===== config.mk =====
export PLATFORM = sky130hd
export DESIGN_NAME = cec_error_counter
export DESIGN_NICKNAME = d
export VERILOG_FILES = /design/src/rtl/cec_pkg.sv /design/src/rtl/cec_error_counter.sv
export SDC_FILE = /design/constraint.sdc
export NUM_CORES = 1
export LEC_CHECK = 0
export BUFFER_PORTS_ARGS = -buffer_cell sky130_fd_sc_hd__buf_4
export CORE_MARGIN = 2
export CORE_UTILIZATION = 40
export DETAILED_ROUTE_END_ITERATION = 12
export GPL_TIMING_DRIVEN = 0
export PLACE_DENSITY_LB_ADDON = 0.3
export SYNTH_ARGS = -nofsm -noshare
export SYNTH_HDL_FRONTEND = slang
export SYNTH_SLANG_ARGS = --single-unit

===== constraint.sdc =====
create_clock -name clock -period 2.4 [get_ports clock]
set_input_delay 0.48 -clock clock [delete_from_list [all_inputs] [get_ports clock]]
set_output_delay 0.48 -clock clock [all_outputs]
set_load 0.03 [all_outputs]

===== src/rtl/cec_pkg.sv =====
// Package of the CAN error tally and bit timing block.
// Assumes a single 40 MHz clock domain and an APB register slave.
package cec_pkg;

	// ==========================================
	// Register map
	localparam logic [11:0] ADDR_TALLY = 12'h000;
	localparam logic [11:0] ADDR_TIMING = 12'h004;
	localparam logic [11:0] ADDR_EVENTS = 12'h008;
	localparam logic [11:0] ADDR_MASK = 12'h00C;
	localparam logic [11:0] ADDR_STATUS = 12'h010;

	// ==========================================
	// Field layout and reset values
	localparam logic [2:0] SEG2_RESET = 3'h2;
	localparam logic [3:0] SEG1_RESET = 4'h3;
	localparam logic [6:0] REC_RESET = 7'h00;
	localparam logic [7:0] TEC_RESET = 8'h00;
	localparam int SEG2_LSB = 12;
	localparam int SEG1_LSB = 8;
	localparam int EVENT_WIDTH = 4;

	// ==========================================
	// Fault-confinement figures
	localparam logic [8:0] WARN_LEVEL = 9'h060;
	localparam logic [8:0] PASSIVE_LEVEL = 9'h080;
	localparam logic [8:0] TEC_LIMIT = 9'h100;
	localparam logic [3:0] STEP_ERROR = 4'h8;
	localparam logic [3:0] STEP_RX_MINOR = 4'h1;
	localparam logic [3:0] STEP_NONE = 4'h0;

	// Counter word as software sees it
	typedef struct packed {
		logic rxPassive;
		logic [6:0] rxCount;
		logic [7:0] txCount;
	} cec_tally_s;

	// Bus events that move the counters
	typedef struct packed {
		logic txError;
		logic txOk;
		logic rxError;
		logic rxErrorPrimary;
		logic rxOk;
	} cec_events_s;

	// Sticky event bits: halt, passive, warning, receive-passive
	typedef enum logic [1:0] {
		EV_HALT,
		EV_PASSIVE,
		EV_WARNING,
		EV_RXPASSIVE
	} cec_event_e;

endpackage


===== src/rtl/cec_error_counter.sv =====
// Error tally word and bit-timing segments of a CAN controller, APB slave.
// Assumes the protocol engine gives one-cycle event pulses on the same clock.
// Function
// - Receive-passive flag is one at passive level, zero below.
// - Receive count shows as seven bits, fourteen down to eight.
// - Receive increment reaching 128 sets flag, count field unchanged.
// - Good reception while flagged clears flag, count minus one.
// - Transmit count shows as eight bits, seven down to zero.
// - Transmit increment reaching 256 sets halt, count field unchanged.
// - Counter word read-only, writes ignored, resets to zero.
// - Timing bit 15 reads zero; segment two resets 010, one 0011.
// - Passive status when flag set or transmit count 128 to 255.
// - Warning status when either count reaches 96.
//
// The implementer's own choices: the placing of the registers and the APB interface to the registers.
`timescale 1ns/10ps
module cec_error_counter (
	// Clock and reset
	input wire logic clock,
	input wire logic reset,
	// APB slave
	input wire logic psel,
	input wire logic penable,
	input wire logic pwrite,
	input wire logic [11:0] paddr,
	input wire logic [31:0] pwdata,
	output logic [31:0] prdata,
	output logic pready,
	output logic pslverr,
	// Protocol engine events
	input wire cec_pkg::cec_events_s busEvents,
	input wire logic haltClear,
	// Status out
	output cec_pkg::cec_tally_s tallyWord,
	output logic [2:0] secondTimeSegment,
	output logic [3:0] firstTimeSegment,
	output logic controllerHalt,
	output logic errorPassiveStatus,
	output logic errorWarningStatus,
	output logic irq
);

	// ==========================================
	// Counter arithmetic
	function automatic logic [8:0] addStep(input logic [7:0] base, input logic [3:0] step);
		addStep = {1'b0, base} + {5'h00, step};
	endfunction

	function automatic logic [7:0] subOne(input logic [7:0] base);
		subOne = (base == 8'h00) ? 8'h00 : base - 8'h01;
	endfunction

	function automatic logic reaches(input logic [7:0] count, input logic [8:0] level);
		reaches = {1'b0, count} >= level;
	endfunction

	cec_pkg::cec_tally_s tally_r;
	logic halt_r;
	logic passive_r;
	logic warning_r;
	logic [2:0] seg2_r;
	logic [3:0] seg1_r;
	logic [cec_pkg::EVENT_WIDTH-1:0] events_r;
	logic [cec_pkg::EVENT_WIDTH-1:0] mask_r;
	logic [31:0] prdata_r;
	logic pslverr_r;
	logic irq_r;

	// Receive step: primary errors weigh eight, others one
	wire logic [3:0] rxStep = busEvents.rxErrorPrimary ? cec_pkg::STEP_ERROR :
		busEvents.rxError ? cec_pkg::STEP_RX_MINOR : cec_pkg::STEP_NONE;
	wire logic [8:0] rxSum = addStep({1'b0, tally_r.rxCount}, rxStep);
	// Once passive the true count is past 127, so any further error is held too
	wire logic rxOverflow = (rxStep != cec_pkg::STEP_NONE)
		&& (tally_r.rxPassive || (rxSum >= cec_pkg::PASSIVE_LEVEL));
	wire logic [8:0] txSum = addStep(tally_r.txCount, cec_pkg::STEP_ERROR);
	wire logic txOverflow = busEvents.txError && (txSum >= cec_pkg::TEC_LIMIT);
	wire logic [7:0] rxDown = subOne({1'b0, tally_r.rxCount});

	// While halted the counters are frozen, as the engine is off the bus
	cec_pkg::cec_tally_s tally_nxt;
	always_comb begin
		tally_nxt = tally_r;
		if (!halt_r) begin
			if (busEvents.rxOk) begin
				tally_nxt.rxPassive = 1'b0;
				tally_nxt.rxCount = rxDown[6:0];
			end else if (rxOverflow) begin
				tally_nxt.rxPassive = 1'b1;
			end else if (rxStep != cec_pkg::STEP_NONE) begin
				tally_nxt.rxCount = rxSum[6:0];
			end
			if (busEvents.txError) begin
				if (!txOverflow) begin
					tally_nxt.txCount = txSum[7:0];
				end
			end else if (busEvents.txOk) begin
				tally_nxt.txCount = subOne(tally_r.txCount);
			end
		end
	end

	// ==========================================
	// Status derivation
	wire logic passive_nxt = tally_nxt.rxPassive || reaches(tally_nxt.txCount, cec_pkg::PASSIVE_LEVEL);
	wire logic warning_nxt = tally_nxt.rxPassive || reaches(tally_nxt.txCount, cec_pkg::WARN_LEVEL)
		|| reaches({1'b0, tally_nxt.rxCount}, cec_pkg::WARN_LEVEL);
	wire logic halt_nxt = (halt_r && !haltClear) || (!halt_r && txOverflow);

	always_ff @(posedge clock) begin
		if (reset) begin
			tally_r <= '0;
			halt_r <= 1'b0;
			passive_r <= 1'b0;
			warning_r <= 1'b0;
		end else begin
			tally_r <= tally_nxt;
			halt_r <= halt_nxt;
			passive_r <= passive_nxt;
			warning_r <= warning_nxt;
		end
	end

	// ==========================================
	// Sticky events and interrupt
	wire logic [cec_pkg::EVENT_WIDTH-1:0] rising;
	assign rising[cec_pkg::EV_HALT] = halt_nxt && !halt_r;
	assign rising[cec_pkg::EV_PASSIVE] = passive_nxt && !passive_r;
	assign rising[cec_pkg::EV_WARNING] = warning_nxt && !warning_r;
	assign rising[cec_pkg::EV_RXPASSIVE] = tally_nxt.rxPassive && !tally_r.rxPassive;

	// ==========================================
	// APB decode
	wire logic access = psel && penable;
	wire logic wrAccess = access && pwrite;
	wire logic hitTally = paddr == cec_pkg::ADDR_TALLY;
	wire logic hitTiming = paddr == cec_pkg::ADDR_TIMING;
	wire logic hitEvents = paddr == cec_pkg::ADDR_EVENTS;
	wire logic hitMask = paddr == cec_pkg::ADDR_MASK;
	wire logic hitStatus = paddr == cec_pkg::ADDR_STATUS;
	wire logic mapped = hitTally || hitTiming || hitEvents || hitMask || hitStatus;
	wire logic [cec_pkg::EVENT_WIDTH-1:0] clearBits = (wrAccess && hitEvents) ?
		pwdata[cec_pkg::EVENT_WIDTH-1:0] : '0;
	// Set wins over a same-cycle clear
	wire logic [cec_pkg::EVENT_WIDTH-1:0] events_nxt = (events_r & ~clearBits) | rising;

	// ==========================================
	// Read views of each register
	wire logic [31:0] tallyRead = {16'h0000, tally_r};
	wire logic [31:0] timingRead = {16'h0000, 1'b0, seg2_r, seg1_r, 8'h00};
	wire logic [31:0] eventsRead = {28'h000_0000, events_r};
	wire logic [31:0] maskRead = {28'h000_0000, mask_r};
	wire logic [31:0] statusRead = {29'h000_0000, halt_r, passive_r, warning_r};
	// Unmapped offsets read as zero and flag an error
	wire logic [31:0] readMux = hitTally ? tallyRead :
		hitTiming ? timingRead :
		hitEvents ? eventsRead :
		hitMask ? maskRead :
		hitStatus ? statusRead : 32'h0000_0000;

	always_ff @(posedge clock) begin
		if (reset) begin
			seg2_r <= cec_pkg::SEG2_RESET;
			seg1_r <= cec_pkg::SEG1_RESET;
			events_r <= '0;
			mask_r <= '0;
			prdata_r <= 32'h0000_0000;
			pslverr_r <= 1'b0;
			irq_r <= 1'b0;
		end else begin
			events_r <= events_nxt;
			irq_r <= |(events_nxt & mask_r);
			if (wrAccess && hitTiming) begin
				seg2_r <= pwdata[cec_pkg::SEG2_LSB +: 3];
				seg1_r <= pwdata[cec_pkg::SEG1_LSB +: 4];
			end
			if (wrAccess && hitMask) begin
				mask_r <= pwdata[cec_pkg::EVENT_WIDTH-1:0];
			end
			if (psel && !penable) begin
				prdata_r <= readMux;
				pslverr_r <= !mapped;
			end
		end
	end

	// Answer is registered in setup, so access phase completes at once
	assign pready = 1'b1;
	assign prdata = prdata_r;
	assign pslverr = pslverr_r;
	assign tallyWord = tally_r;
	assign secondTimeSegment = seg2_r;
	assign firstTimeSegment = seg1_r;
	assign controllerHalt = halt_r;
	assign errorPassiveStatus = passive_r;
	assign errorWarningStatus = warning_r;
	assign irq = irq_r;

	// ==========================================
	// Checks
	property p_rxflag;
		@(posedge clock) disable iff (reset)
		tally_r.rxPassive |-> ##0 passive_r;
	endproperty
	a_rxflag: assert property (p_rxflag) else $error("Passive low with flag set");

	property p_rxhold;
		@(posedge clock) disable iff (reset)
		(!halt_r && rxOverflow && !busEvents.rxOk) |=> (tally_r.rxPassive && $stable(tally_r.rxCount));
	endproperty
	a_rxhold: assert property (p_rxhold) else $error("Receive overflow moved count");

	property p_rxok;
		@(posedge clock) disable iff (reset)
		(!halt_r && busEvents.rxOk && tally_r.rxPassive && tally_r.rxCount != 7'h00) |=>
			(!tally_r.rxPassive && tally_r.rxCount == $past(tally_r.rxCount) - 7'h01);
	endproperty
	a_rxok: assert property (p_rxok) else $error("Good reception did not clear flag");

	property p_txhalt;
		@(posedge clock) disable iff (reset)
		(!halt_r && txOverflow) |=> (halt_r && $stable(tally_r.txCount));
	endproperty
	a_txhalt: assert property (p_txhalt) else $error("Transmit overflow missed halt");

	property p_ro;
		@(posedge clock) disable iff (reset)
		(wrAccess && hitTally && busEvents == '0) |=> $stable(tally_r);
	endproperty
	a_ro: assert property (p_ro) else $error("Counter word took a write");

	property p_timing;
		@(posedge clock) disable iff (reset)
		(wrAccess && hitTiming) |=> (seg2_r == $past(pwdata[14:12]) && seg1_r == $past(pwdata[11:8]));
	endproperty
	a_timing: assert property (p_timing) else $error("Timing write lost");

	property p_passive;
		@(posedge clock) disable iff (reset)
		##1 (passive_r == (tally_r.rxPassive || tally_r.txCount[7]));
	endproperty
	a_passive: assert property (p_passive) else $error("Passive status wrong");

	property p_warn;
		@(posedge clock) disable iff (reset)
		##1 (warning_r == (tally_r.rxPassive || tally_r.txCount >= 8'h60 || tally_r.rxCount >= 7'h60));
	endproperty
	a_warn: assert property (p_warn) else $error("Warning status wrong");

	property p_txstep;
		@(posedge clock) disable iff (reset)
		(!halt_r && busEvents.txError && !txOverflow) |=> tally_r.txCount == $past(tally_r.txCount) + 8'h08;
	endproperty
	a_txstep: assert property (p_txstep) else $error("Transmit step not eight");

	property p_rxset;
		@(posedge clock) disable iff (reset)
		$rose(tally_r.rxPassive) |-> $past(rxOverflow);
	endproperty
	a_rxset: assert property (p_rxset) else $error("Receive flag rose without overflow");

	property p_rxclear;
		@(posedge clock) disable iff (reset)
		(!halt_r && busEvents.rxOk) |=> !tally_r.rxPassive;
	endproperty
	a_rxclear: assert property (p_rxclear) else $error("Good reception left flag set");

	// Bus views are checked at the access edge against the word taken at setup
	property p_rxread;
		@(posedge clock) disable iff (reset)
		(access && hitTally && !pwrite) |-> (prdata_r[14:8] == $past(tally_r.rxCount));
	endproperty
	a_rxread: assert property (p_rxread) else $error("Receive count misplaced in read");

	property p_rxstep;
		@(posedge clock) disable iff (reset)
		(!halt_r && busEvents.rxErrorPrimary && !busEvents.rxOk && !rxOverflow) |=>
			(tally_r.rxCount == $past(tally_r.rxCount) + 7'h08);
	endproperty
	a_rxstep: assert property (p_rxstep) else $error("Receive step not eight");

	property p_txread;
		@(posedge clock) disable iff (reset)
		(access && hitTally && !pwrite) |-> (prdata_r[7:0] == $past(tally_r.txCount));
	endproperty
	a_txread: assert property (p_txread) else $error("Transmit count misplaced in read");

	property p_txok;
		@(posedge clock) disable iff (reset)
		(!halt_r && busEvents.txOk && !busEvents.txError && tally_r.txCount != 8'h00) |=>
			(tally_r.txCount == $past(tally_r.txCount) - 8'h01);
	endproperty
	a_txok: assert property (p_txok) else $error("Transmit success did not count down");

	property p_haltrise;
		@(posedge clock) disable iff (reset)
		$rose(halt_r) |-> $past(txOverflow);
	endproperty
	a_haltrise: assert property (p_haltrise) else $error("Halt without transmit overflow");

	property p_halthold;
		@(posedge clock) disable iff (reset)
		(halt_r && !haltClear) |=> halt_r;
	endproperty
	a_halthold: assert property (p_halthold) else $error("Halt dropped without clear");

	property p_frozen;
		@(posedge clock) disable iff (reset)
		halt_r |=> $stable(tally_r);
	endproperty
	a_frozen: assert property (p_frozen) else $error("Counters moved while halted");

	property p_passwarn;
		@(posedge clock) disable iff (reset)
		passive_r |-> warning_r;
	endproperty
	a_passwarn: assert property (p_passwarn) else $error("Passive without warning");

	property p_bit15;
		@(posedge clock) disable iff (reset)
		(access && hitTiming && !pwrite) |-> (prdata_r[15] == 1'b0);
	endproperty
	a_bit15: assert property (p_bit15) else $error("Reserved timing bit read as one");

	property p_segkeep;
		@(posedge clock) disable iff (reset)
		!(wrAccess && hitTiming) |=> ($stable(seg2_r) && $stable(seg1_r));
	endproperty
	a_segkeep: assert property (p_segkeep) else $error("Timing segments moved without write");

	property p_rstzero;
		@(posedge clock)
		$fell(reset) |-> (tally_r == '0);
	endproperty
	a_rstzero: assert property (p_rstzero) else $error("Counter word not zero after reset");

	property p_segreset;
		@(posedge clock)
		$fell(reset) |-> (seg2_r == cec_pkg::SEG2_RESET && seg1_r == cec_pkg::SEG1_RESET);
	endproperty
	a_segreset: assert property (p_segreset) else $error("Timing segments not at reset value");

	c_halt: cover property (@(posedge clock) disable iff (reset) !halt_r ##1 halt_r);
	c_rxpass: cover property (@(posedge clock) disable iff (reset) rising[cec_pkg::EV_RXPASSIVE]);
	c_irq: cover property (@(posedge clock) disable iff (reset) !irq_r ##1 irq_r);
	c_rxrecover: cover property (@(posedge clock) disable iff (reset) tally_r.rxPassive ##1 !tally_r.rxPassive);
	c_haltclear: cover property (@(posedge clock) disable iff (reset) halt_r ##1 !halt_r);

endmodule


# Word-level counts from Yosys, hierarchy flattened
# Index checks and enable logic that the tools add are counted.
dict set report word_totals {
  inputBits 55
  register_bits 68
  output_inout_bits 61
  wordCells 83
}
dict set report classes {
  add_sub_neg 4
  eq_ne 4
  n_bitwise 4
  reduce_logical 35
  magnitude_cmp 5
  mux 18
}
# operator count
set op_table {}
lappend op_table {{$mux 8} 5}
lappend op_table {{$mux 16} 2}
lappend op_table {{$eq 12x4->1 const B} 2}
lappend op_table {{$mux 7} 3}
lappend op_table {{$ge 8x8->1 const B} 2}
lappend op_table {{$mux 4} 4}
lappend op_table {{$mux 15} 1}
lappend op_table {{$logic_and 1x1->1} 14}
lappend op_table {{$eq 12x3->1 const B} 1}
lappend op_table {{$eq 12x5->1 const B} 1}
lappend op_table {{$logic_not 12->1} 1}
lappend op_table {{$add 8x4->9 const B} 1}
lappend op_table {{$ge 9x9->1 const B} 1}
lappend op_table {{$logic_or 1x1->1} 9}
lappend op_table {{$add 7x4->8} 1}
lappend op_table {{$and 4x4->4} 2}
lappend op_table {{$ge 8x7->1 const B} 1}
lappend op_table {{$logic_not 8->1} 1}
lappend op_table {{$sub 8x1->8 const B} 1}
lappend op_table {{$ge 7x7->1 const B} 1}
lappend op_table {{$logic_not 1->1} 7}
lappend op_table {{$logic_not 7->1} 1}
lappend op_table {{$sub 7x1->7 const B} 1}
lappend op_table {{$not 4->4} 1}
lappend op_table {{other kinds (5)} 6}

# Longest topological paths before layout
# Gate-level depths: netlist (run 1).
dict set report logic_depth {
  word_depth 16
  ltp_mapped 9
  mapped_depth_nobuf 9
}

# Worst setup path after synthesis (run 1)
# Ideal clock, no wire load.
dict set report synth_path {
  path_type {register -> register}
  startpoint {register tally_r (netlist bit tallyWord[8])}
  endpoint {register events_r[2] in the netlist's numbering}
  slack_ns -0.280
  setup_ns 0.117
  required_time_ns 2.283
  stages_incl_launch_ff 9
  period_less_slack_ns 2.680
  arrival_ns 2.562
  path_buffers 0
  cell_sequence {dfxtp_1 inv_1 ha_1 or4b_4 o31ai_4 nor3b_2 o41a_1 or3_4 a32o_1}
}
dict set report synth_via {
  elab_chain_cells 11
  elab_cells_between_ends 17
  cone_classes {add/sub (2); order compare (2); mux (6); bitwise (1); reduce/logical (6)}
}
# element line
set synth_lines {}
lappend synth_lines {{start: declaration} cec_error_counter.sv:57} ;# cec_pkg::cec_tally_s tally_r;
lappend synth_lines {{start signal: assignment} cec_error_counter.sv:117} ;# tally_r <= tally_nxt;
lappend synth_lines {{$add 7x4->8} cec_error_counter.sv:46} ;# addStep = {1'b0, base} + {5'h00, step};
lappend synth_lines {{$ge 8x8->1} cec_error_counter.sv:75} ;# && (tally_r.rxPassive || (rxSum >= cec_pkg::PASSIVE_LEVEL));
lappend synth_lines {{$logic_or 1x1->1} cec_error_counter.sv:75}
lappend synth_lines {{$logic_and 1x1->1} cec_error_counter.sv:75}
lappend synth_lines {{$mux 7 or $mux 1 (tied branches)} cec_error_counter.sv:88} ;# end else if (rxOverflow) begin
lappend synth_lines {{$mux 8} cec_error_counter.sv:85} ;# if (busEvents.rxOk) begin
lappend synth_lines {{$mux 16 *} cec_error_counter.sv:84} ;# if (!halt_r) begin
lappend synth_lines {{$ge 7x7->1 or $logic_or 1x1->1 (tied branches)} {cec_error_counter.sv:54, cec_error_counter.sv:106}}
lappend synth_lines {{$logic_or 1x1->1 *} cec_error_counter.sv:107} ;# || reaches({1'b0, tally_nxt.rxCount}, cec_pkg::WARN_LEVEL);
lappend synth_lines {{$logic_and 1x1->1 *} cec_error_counter.sv:129} ;# assign rising[cec_pkg::EV_WARNING] = warning_nxt && !warning_r;
lappend synth_lines {{$or 4x4->4 *} cec_error_counter.sv:145} ;# wire logic [cec_pkg::EVENT_WIDTH-1:0] events_nxt = (events_r & ~clearBits) | rising;
lappend synth_lines {{end signal: assignment} cec_error_counter.sv:171} ;# events_r <= events_nxt;
lappend synth_lines {{end: declaration} cec_error_counter.sv:63} ;# logic [cec_pkg::EVENT_WIDTH-1:0] events_r;
# Every way passes the cells marked *; elsewhere a longest branch is shown, timed or not.
# A chain may end at the register's enable or synchronous reset.

# Worst setup path after layout (run 1)
dict set report layout_path {
  startpoint {register tally_r (netlist bit tallyWord[9])}
  endpoint {register events_r[2] in the netlist's numbering}
}
# The elaborated chain is that of the path after synthesis.

==> flow_summary.ini, run 1 <==
[floorplan]
row_count = 31
die_w_um = 90.6
fp.dieH_um = 90.6
core-area_mm2 = 0.00725
pin_count = 116
start_util_pct = 41.4
dieArea_mm2 = 0.00821

[global_route]
grt_pass1_wl_mm = 13.7
overflow = 0
grt_pass1_vias = 2856
grt_antenna_before_repair = 0
grt_max_degree = 16
track_usage_pct = 20.5

[finish]
multi_input_area_mm2 = 0.00182
stdcell_count = 570
fin_nets = 532
utilization_pct = 55.3
seqCellArea_mm2 = 0.00105
area_growth_pct = 33.5
drive_above_1_share_pct = 28.5
antenna_cells = 0
nFillCells = 693

[worst_setup_path]
cpPeakStageDelay_ns = 0.49
worst-setup-path-type = flop to flop
end_kind = flop
critPathMaxFanout = 4
r2r_cells = 8
crit_family = simple AND/OR/NAND/NOR gates
worstPathCellList = inv_4 > ha_4 > or4b_4 > o31ai_4 > nor3b_2 > o41a_1 > or3_4 > a32o_1
path_buf_inv = 1
cp.required_ns = 2.61
cpMaxStageDelayCell = or4b_4
path_depth = 8
start_kind = flop
cp.arrival_ns = 2.76

[yosys]
avgSynthCellArea_um2 = 8.20
ys_warn_count = 0
synth_edf_count = 0
syn_inst = 366
yosysSeqAreaShare_pct = 34.7
synth_cell_types = 61
synth-seq-cells = 52
async_reset_ff_share_pct = 0
synth_area_mm2 = 0.00300
ys.flop_type = dfxtp_1

[clock_tree]
htreeDepth = 2
cts-root-buf = clkbuf_8
cts.clk_slew.worst_paths_ns = 0.10
cts_buffer_depth = 2
cts_sinks = 52
cts_inserted_buffers = 5
cts_tree = done
insertion_delay_ns = 0.31

[placed_design]
hpwl_mm = 6.36
gp_congestion = 0.944
port_buffers = 74
dp_slack_ns = -0.438
placed_cells = 554

[flow_run]
maxCapViolCount = 0

[timing]
setup_viol = 1
setup-tns-final_ns = -0.149
fmax_ghz = 0.392
max-slew-margin-rel_pct = 38.0
setup_ws_ns = -0.149
hold_violations = 0
rsz0062_at_grt = yes
worst_pin_slew_ns = 0.921
fin_skew_ns = 0.00844
maxSlewViolCount = 0
min_period_ns = 2.55
finalCritPeriodShare_pct = 106

[detailed_routing]
wl_mm = 8.59
drtPass1Iterations = 4
vias_per_cell = 5.35
drt-initial-drc-count = 119
drc_errors = 0
ant_nets = 0
vias = 3051
avgRoutedWirePerCell_um = 15.1

[pwr]
totalPowerFinal_mw = 2.56
powerDensity_mw_per_mm2 = 638
p_leak_nw = 1.67
ir_drop_uv = 416

[outcome]
violations = setup timing
status = finished with violations

[worst_hold_path]
hold_class = primary input to flop
min_path_cells = 2
[path summary, 6_finish.rpt]
path                                    from      endpoint  slack, ns
worst max-delay path            tallyWord[9]   events_r[2]      -0.15
worst min-delay path            busEvents[3]  tallyWord[3]       0.38
worst max register to register  tallyWord[9]   events_r[2]      -0.15
worst min register to register       pslverr       pslverr       0.50
[area by class of cell]
cell class                      count  share of cell area [%]
Buffer                             38                    5.37
Clock buffer                        8                    3.03
Inverter                           15                    1.53
Multi-Input combinational cell    276                    45.4
Sequential cell                    52                    26.2
Tap cell                           99                    3.09
Timing Repair Buffer               82                    15.4
[worst reg2reg max path, cell delays in order, from the launching register on]
cell	delay, ns
dfxtp_4	0.38
inv_4	0.06
ha_4	0.13
or4b_4	0.49
o31ai_4	0.24
nor3b_2	0.09
o41a_1	0.46
or3_4	0.38
a32o_1	0.21
[Yosys cell counts (all sizes together), types with 7 or more instances]
master / instances / area share (%)
dfxtp: 52 / 35
nor2: 51 / 6.4
nand2: 23 / 2.9
buf: 19 / 4.8
clkbuf: 19 / 2.4
mux2i: 19 / 6.3
a21oi: 18 / 3.0
a22oi: 18 / 4.5
o21ai: 15 / 2.5
inv: 14 / 1.8
nand3: 10 / 1.7
nor4: 8 / 1.9
ha: 7 / 2.9
[cell families (layout without fill, tap and decap cells)]
kind of cell | Yosys count | in the layout | synth area share (%)
AND/OR/NAND/NOR | 140 | 140 | 24.5
XOR/XNOR | 1 | 1 | 0.292
other | 2 | 17 | 0.250
AO/OA/AOI/OAI | 88 | 88 | 20.5
multiplexers | 23 | 23 | 7.84
flip-flops | 52 | 52 | 34.7
buffers and inverters | 53 | 143 | 9.05
adder cells (fa/ha/maj) | 7 | 7 | 2.92
[power breakdown]
group	leakage, nW	switching (mW)	total [mW]	internal (mW)
registers	0.423	0.0789	1.00	0.923
logic	1.19	0.517	0.921	0.404
clock network	0.0627	0.306	0.632	0.327
[placed cells by master (no fill, tap or decap), types with 3 or more instances in the layout]
cell type	count
buf_4	99
a311oi_1	3
nor2b_1	5
nand4_1	4
nor2_1	51
nand3_1	10
dfxtp_1	49
clkbuf_1	19
ha_1	5
a31oi_1	3
nor3_1	5
nand2b_1	5
nand2_1	23
mux2_2	4
conb_1	17
mux2i_1	19
and4_1	3
clkbuf_8	7
a22oi_1	18
inv_1	12
or3_1	3
and3_1	3
o22ai_1	6
o21ai_0	14
nor4_1	5
a21oi_1	18
[sequential cells by signal (all words and copies together) (netlist names)]
register and cells:
errorWarningStatus 1, irq 1, controllerHalt 1, secondTimeSegment 3, errorPassiveStatus 1, tallyWord 16, prdata 16, events_r 4
firstTimeSegment 4, mask_r 4, pslverr 1
[per-layer routing]
metal | vias to the layer above | share of wire (%) | track usage, %
li1 | 1514 | - | -
met1 | 1427 | 45 | 26.5
met2 | 97 | 49 | 34.8
met3 | 13 | 5.5 | 4.01
met4 | 0 | 1.2 | 5.38
met5 | - | 0 | 0
[repair_timing]
| item | 4_1_cts | 5_1_grt |
|---|---|---|
| endpoints found under the setup margin | 4 | 17 |
| buffers inserted | 8 | 0 |
| hold buffers | 0 | 0 |
| pin swaps | 6 | 1 |
| resized for setup | 4 | 5 |
[through the flow]
stage / hold WS, ns / instance area, um2
after global placement: 0.478 / 3760
after detailed placement: 0.487 / 3760
after CTS: 0.383 / 3980
after floorplan: 0.477 / 3080
after global routing: 0.380 / 4010
final: 0.377 / 4010
Note: power is estimated with default switching activity, not from simulation.
==> run 2, diff against run 1 <==
--- a/config.mk
+++ b/config.mk
@@ -6,8 +6,10 @@
 export NUM_CORES = 1
 export LEC_CHECK = 0
 export BUFFER_PORTS_ARGS = -buffer_cell sky130_fd_sc_hd__buf_4
+export CELL_PAD_IN_SITES_DETAIL_PLACEMENT = 0
+export CELL_PAD_IN_SITES_GLOBAL_PLACEMENT = 1
 export CORE_MARGIN = 2
-export CORE_UTILIZATION = 40
+export CORE_UTILIZATION = 32
 export DETAILED_ROUTE_END_ITERATION = 12
 export GPL_TIMING_DRIVEN = 0
 export PLACE_DENSITY_LB_ADDON = 0.3
==> run 2 against run 1 <==
  * The flow still finishes with violations (setup timing)
  * Flip-flop and latch count stayed put
  * Worst setup slack better by 0.052 ns
  * Sequential power hardly changed
  * Sequential share of layout area is 0.14 points higher
  * Final cell count is 1.9% higher
  * Global-route usage is 2.7 points lower
  * Critical endpoint unchanged
  * Largest cell class unchanged
  * Largest power group unchanged
==> flow_summary.ini, run 2 (synthesized netlist as in run 1, its figures left out) <==
[outcome]
status = finished with violations
violations = setup timing

[detailed_routing]
avgRoutedWirePerCell_um = 15.7
drc_errors = 0
wl_mm = 9.15
vias = 3020
vias_per_cell = 5.20
drt-initial-drc-count = 137
ant_nets = 0
drtPass1Iterations = 5

[worst_setup_path]
path_depth = 8
end_kind = flop
cp.required_ns = 2.61
r2r_cells = 8
path_buf_inv = 1
r2r_end = events_r[2]
r2r_setup_slack_ns = -0.1
worstPathCellList = inv_4 > ha_4 > or4b_4 > o31ai_4 > nor3b_2 > o41a_1 > or3_4 > a32o_1
cp.arrival_ns = 2.71
endpoint = events_r[2]
r2r_start = tallyWord[8]
start_kind = flop
crit_path_start = tallyWord[8]
cpPeakStageDelay_ns = 0.48
cpMaxStageDelayCell = or4b_4
crit_family = simple AND/OR/NAND/NOR gates
worst-setup-path-type = flop to flop
critPathMaxFanout = 4

[clock_tree]
cts.clk_slew.worst_paths_ns = 0.11
htreeDepth = 2
insertion_delay_ns = 0.32
cts_inserted_buffers = 5
cts_tree = done
cts-root-buf = clkbuf_8
cts_buffer_depth = 2
cts_sinks = 52

[finish]
area_growth_pct = 33.0
layout_common_cells = buf_4 (98), nor2_1 (51), dfxtp_1 (48)
stdcell_count = 581
layout_commonest_cell = buf_4
seqCellArea_mm2 = 0.00105
antenna_cells = 0
nFillCells = 971
finalInstanceArea_mm2 = 0.00399
fin_nets = 531
drive_above_1_share_pct = 28.9
multi_input_area_mm2 = 0.00183

[placed_design]
dp_slack_ns = -0.429
port_buffers = 74
hpwl_mm = 6.78
placed_cells = 566
place_area_mm2 = 0.00378
gp_congestion = 0.850

[timing]
finalCritPeriodShare_pct = 104
rsz0062_at_grt = yes
worst_pin_slew_ns = 0.737
setup_viol = 1
min_period_ns = 2.50
hold_violations = 0
setup_ws_ns = -0.0974
fin_skew_ns = 0.0133
maxSlewViolCount = 0
max-slew-margin-rel_pct = 50.8
fmax_ghz = 0.400
setup-tns-final_ns = -0.0974

[pwr]
ir_drop_uv = 276
p_leak_nw = 1.65
powerDensity_mw_per_mm2 = 613

[global_route]
overflow = 0
grt_max_degree = 17
grt_pass1_wl_mm = 14.3
grt_pass1_vias = 2818
track_usage_pct = 17.7
grt_antenna_before_repair = 0

[floorplan]
start_util_pct = 32.8
core-area_mm2 = 0.00915
row_count = 35
pin_count = 116
dieArea_mm2 = 0.0102
fp.dieH_um = 101
die_w_um = 101

[worst_hold_path]
hold_class = primary input to flop

[flow_run]
maxCapViolCount = 0
-- run 2: area by class of cell --
type,count,area share [%]
multi-input cells,276,45.8
flip-flops and latches,52,26.3
well taps,111,3.48
plain buffers,38,5.39
clock inverters,2,0.376
repair buffers,81,15.2
inverters,15,1.54
clock buffers,6,1.82
-- run 2: report_power, final --
part	total (mW)	switching (mW)	leakage [nW]	internal, mW
logic	0.902	0.508	1.18	0.394
registers	1.01	0.0824	0.424	0.924
clock network	0.539	0.329	0.0457	0.210
-- run 2: worst min path at each step --
stage,startpoint,end,slack (ns),depth (start not counted)
floorplan,events_r[3],events_r[3],0.48,2
global placement,pslverr,pslverr,0.48,2
detailed placement,pslverr,pslverr,0.48,2
CTS,pwdata[9],firstTimeSegment[1],0.37,3
global route,pwdata[13],secondTimeSegment[1],0.37,3
finish,pwdata[13],secondTimeSegment[1],0.37,3
-- run 2: worst min-delay path, stage by stage --
cell	delay [ns]
buf_4	0.08
mux2i_1	0.05
nand2_1	0.06
-- run 2: repair_timing --
action,CTS,global route
hold endpoints to repair,0,0
gates resized for setup,4,11
hold buffers,0,0
setup buffers,7,0
gates cloned,0,0
pin swaps,6,0
setup endpoints to repair,4,18
-- run 2: layer usage --
layer  global-route usage [%]  vias to the layer above  share of wire, %
li1                         -                     1508                 -
met1                     23.9                     1429                47
met2                     29.8                       76                49
met3                     2.98                        7               3.7
met4                     3.79                        0              0.90
met5                        0                        -                 0
-- run 2: metrics by stage --
stage / total power, mW / util (%) / hold slack [ns]
floorplan: 1.59 / - / 0.477
global placement: 1.84 / 41.3 / 0.477
detailed placement: 1.85 / 41.3 / 0.485
CTS: 2.44 / 43.1 / 0.369
global route: 2.60 / 43.6 / 0.369
finish: 2.45 / 43.6 / 0.369
==> run 3, diff against run 2 <==
--- a/config.mk
+++ b/config.mk
@@ -12,7 +12,7 @@
 export CORE_UTILIZATION = 32
 export DETAILED_ROUTE_END_ITERATION = 12
 export GPL_TIMING_DRIVEN = 0
-export PLACE_DENSITY_LB_ADDON = 0.3
+export PLACE_DENSITY = 0.85
 export SYNTH_ARGS = -nofsm -noshare
 export SYNTH_HDL_FRONTEND = slang
 export SYNTH_SLANG_ARGS = --single-unit
==> run 3 against run 2 <==
  * The run still ends with setup timing left
  * Non-clock buffer count increased by 7
  * Highest routed layer unchanged
  * Sequential power about the same
  * Global-route usage decreased by 0.58 points
  * Clock power decreased by 3.9%
  * Flip-flop and latch count unchanged
  * Largest power group unchanged
==> flow_summary.ini, run 3 (synthesized netlist as in run 1, its figures left out) <==
[worst_setup_path]
cp.required_ns = 2.61
start_kind = flop
end_kind = flop
cp.arrival_ns = 2.72
critPathMaxFanout = 4
cpPeakStageDelay_ns = 0.48
path_depth = 8
worst-setup-path-type = flop to flop
worstPathCellList = inv_4 > ha_4 > or4b_4 > o31ai_4 > nor3b_2 > o41a_1 > or3_4 > a32o_1
r2r_cells = 8
path_buf_inv = 1
cpMaxStageDelayCell = or4b_4
crit_family = simple AND/OR/NAND/NOR gates

[detailed_routing]
vias = 3061
drtPass1Iterations = 4
wl_mm = 8.92
wl_met1_mm = 3.98
route.met3.wl_um = 453
wl_met2_mm = 4.42
drt-initial-drc-count = 163
top_layer_used = met4
avgRoutedWirePerCell_um = 15.2
drc_errors = 0
vias_per_cell = 5.21
ant_nets = 0

[floorplan]
dieArea_mm2 = 0.0102
die_w_um = 101
start_util_pct = 32.8
row_count = 35
fp.dieH_um = 101
core-area_mm2 = 0.00915
pin_count = 116

[timing]
setup-tns-final_ns = -0.145
fmax_ghz = 0.399
max-slew-margin-rel_pct = 33.3
rsz0062_at_grt = yes
setup_ws_ns = -0.108
finalCritPeriodShare_pct = 105
fin_skew_ns = 0.00655
holdWs_ns = 0.393
maxSlewViolCount = 0
worst_pin_slew_ns = 0.992
setup_viol = 2
hold_violations = 0
min_period_ns = 2.51

[placed_design]
gp_congestion = 0.896
hpwl_mm = 6.72
port_buffers = 74

[outcome]
status = finished with violations
violations = setup timing

[finish]
area_growth_pct = 34.2
drive_above_1_share_pct = 29.6
fin_nets = 538
antenna_cells = 0
layout_common_cells = buf_4 (106), nor2_1 (51), dfxtp_1 (48)
layout_commonest_cell = buf_4

[pwr]
comb_power_share_pct = 38.1
totalPowerFinal_mw = 2.46
ir_drop_uv = 354
switchingPower_uw = 905
powerDensity_mw_per_mm2 = 612
p_leak_nw = 1.70
p_int_mw = 1.56
switching_share_pct = 36.7
seq_power_share_pct = 40.9
pwr-share-clk_pct = 21.0

[global_route]
grt_pass1_vias = 2899
grt_antenna_before_repair = 0
grt_max_degree = 17
grt_pass1_wl_mm = 14.0
track_usage_pct = 17.2
overflow = 0

[clock_tree]
cts_inserted_buffers = 5
cts_tree = done
cts_sinks = 52
cts-root-buf = clkbuf_8
hold_buffers = 0
cts_buffer_depth = 2
htreeDepth = 2
cts.clk_slew.worst_paths_ns = 0.10
insertion_delay_ns = 0.30

[worst_hold_path]
min_path_cells = 3
hold_class = primary input to flop

[flow_run]
maxCapViolCount = 0
-- run 3: power groups by stage --
stage	Combinational (mW)	Sequential, mW	Clock [mW]
floorplan	0.496	1.10	0
global placement	0.809	1.02	0
finish	0.938	1.01	0.518
CTS	0.895	1.00	0.536
global route	1.01	1.02	0.567
detailed placement	0.818	1.02	0
-- run 3: worst reg2reg max path, stage by stage (launching register included) --
cell and delay [ns]:
dfxtp_4 0.38, inv_4 0.06, ha_4 0.13, or4b_4 0.49, o31ai_4 0.28, nor3b_2 0.08, o41a_1 0.42, or3_4 0.38
a32o_1 0.20
-- run 3: area by class of cell --
class                      instances  area (um2)
tap                              111         139
inverter                          15        61.3
sequential                        52        1050
fill                             921        5120
multi-input combinational        276        1810
buffer                            37         211
timing repair buffer              89         668
clock buffer                       6        72.6
clock inverter                     2        15.0
-- run 3: worst paths after layout --
check                     from             endpoint  slack (ns)
hold / removal       pwdata[8]  firstTimeSegment[0]        0.39
setup reg to reg  tallyWord[9]          events_r[2]       -0.11
setup / recovery  tallyWord[9]          events_r[2]       -0.11
hold reg to reg        pslverr              pslverr        0.50
-- run 3: stage by stage --
step	setup slack (ns)	util, %	area (um2)	cells
floorplan	-0.135	-	3080	381
global placement	-0.393	41.3	3780	566
detailed placement	-0.396	41.3	3780	566
CTS	-0.0818	43.1	3950	583
global route	-0.175	44.0	4030	588
finish	-0.108	44.0	4030	588
-- run 3: metal layers --
metal | up-vias | GRT usage (%)
met3 | 8 | 2.98
met1 | 1439 | 21.9
met5 | - | 0
met4 | 0 | 4.11
met2 | 93 | 29.9
li1 | 1521 | -
-- run 3: repair_timing --
item | 4_1_cts | 5_1_grt
setup endpoints to repair | 4 | 11
resized for setup | 3 | 9
endpoints found under the hold margin | 0 | 0
pin swaps | 6 | 4
buffers inserted | 9 | 6
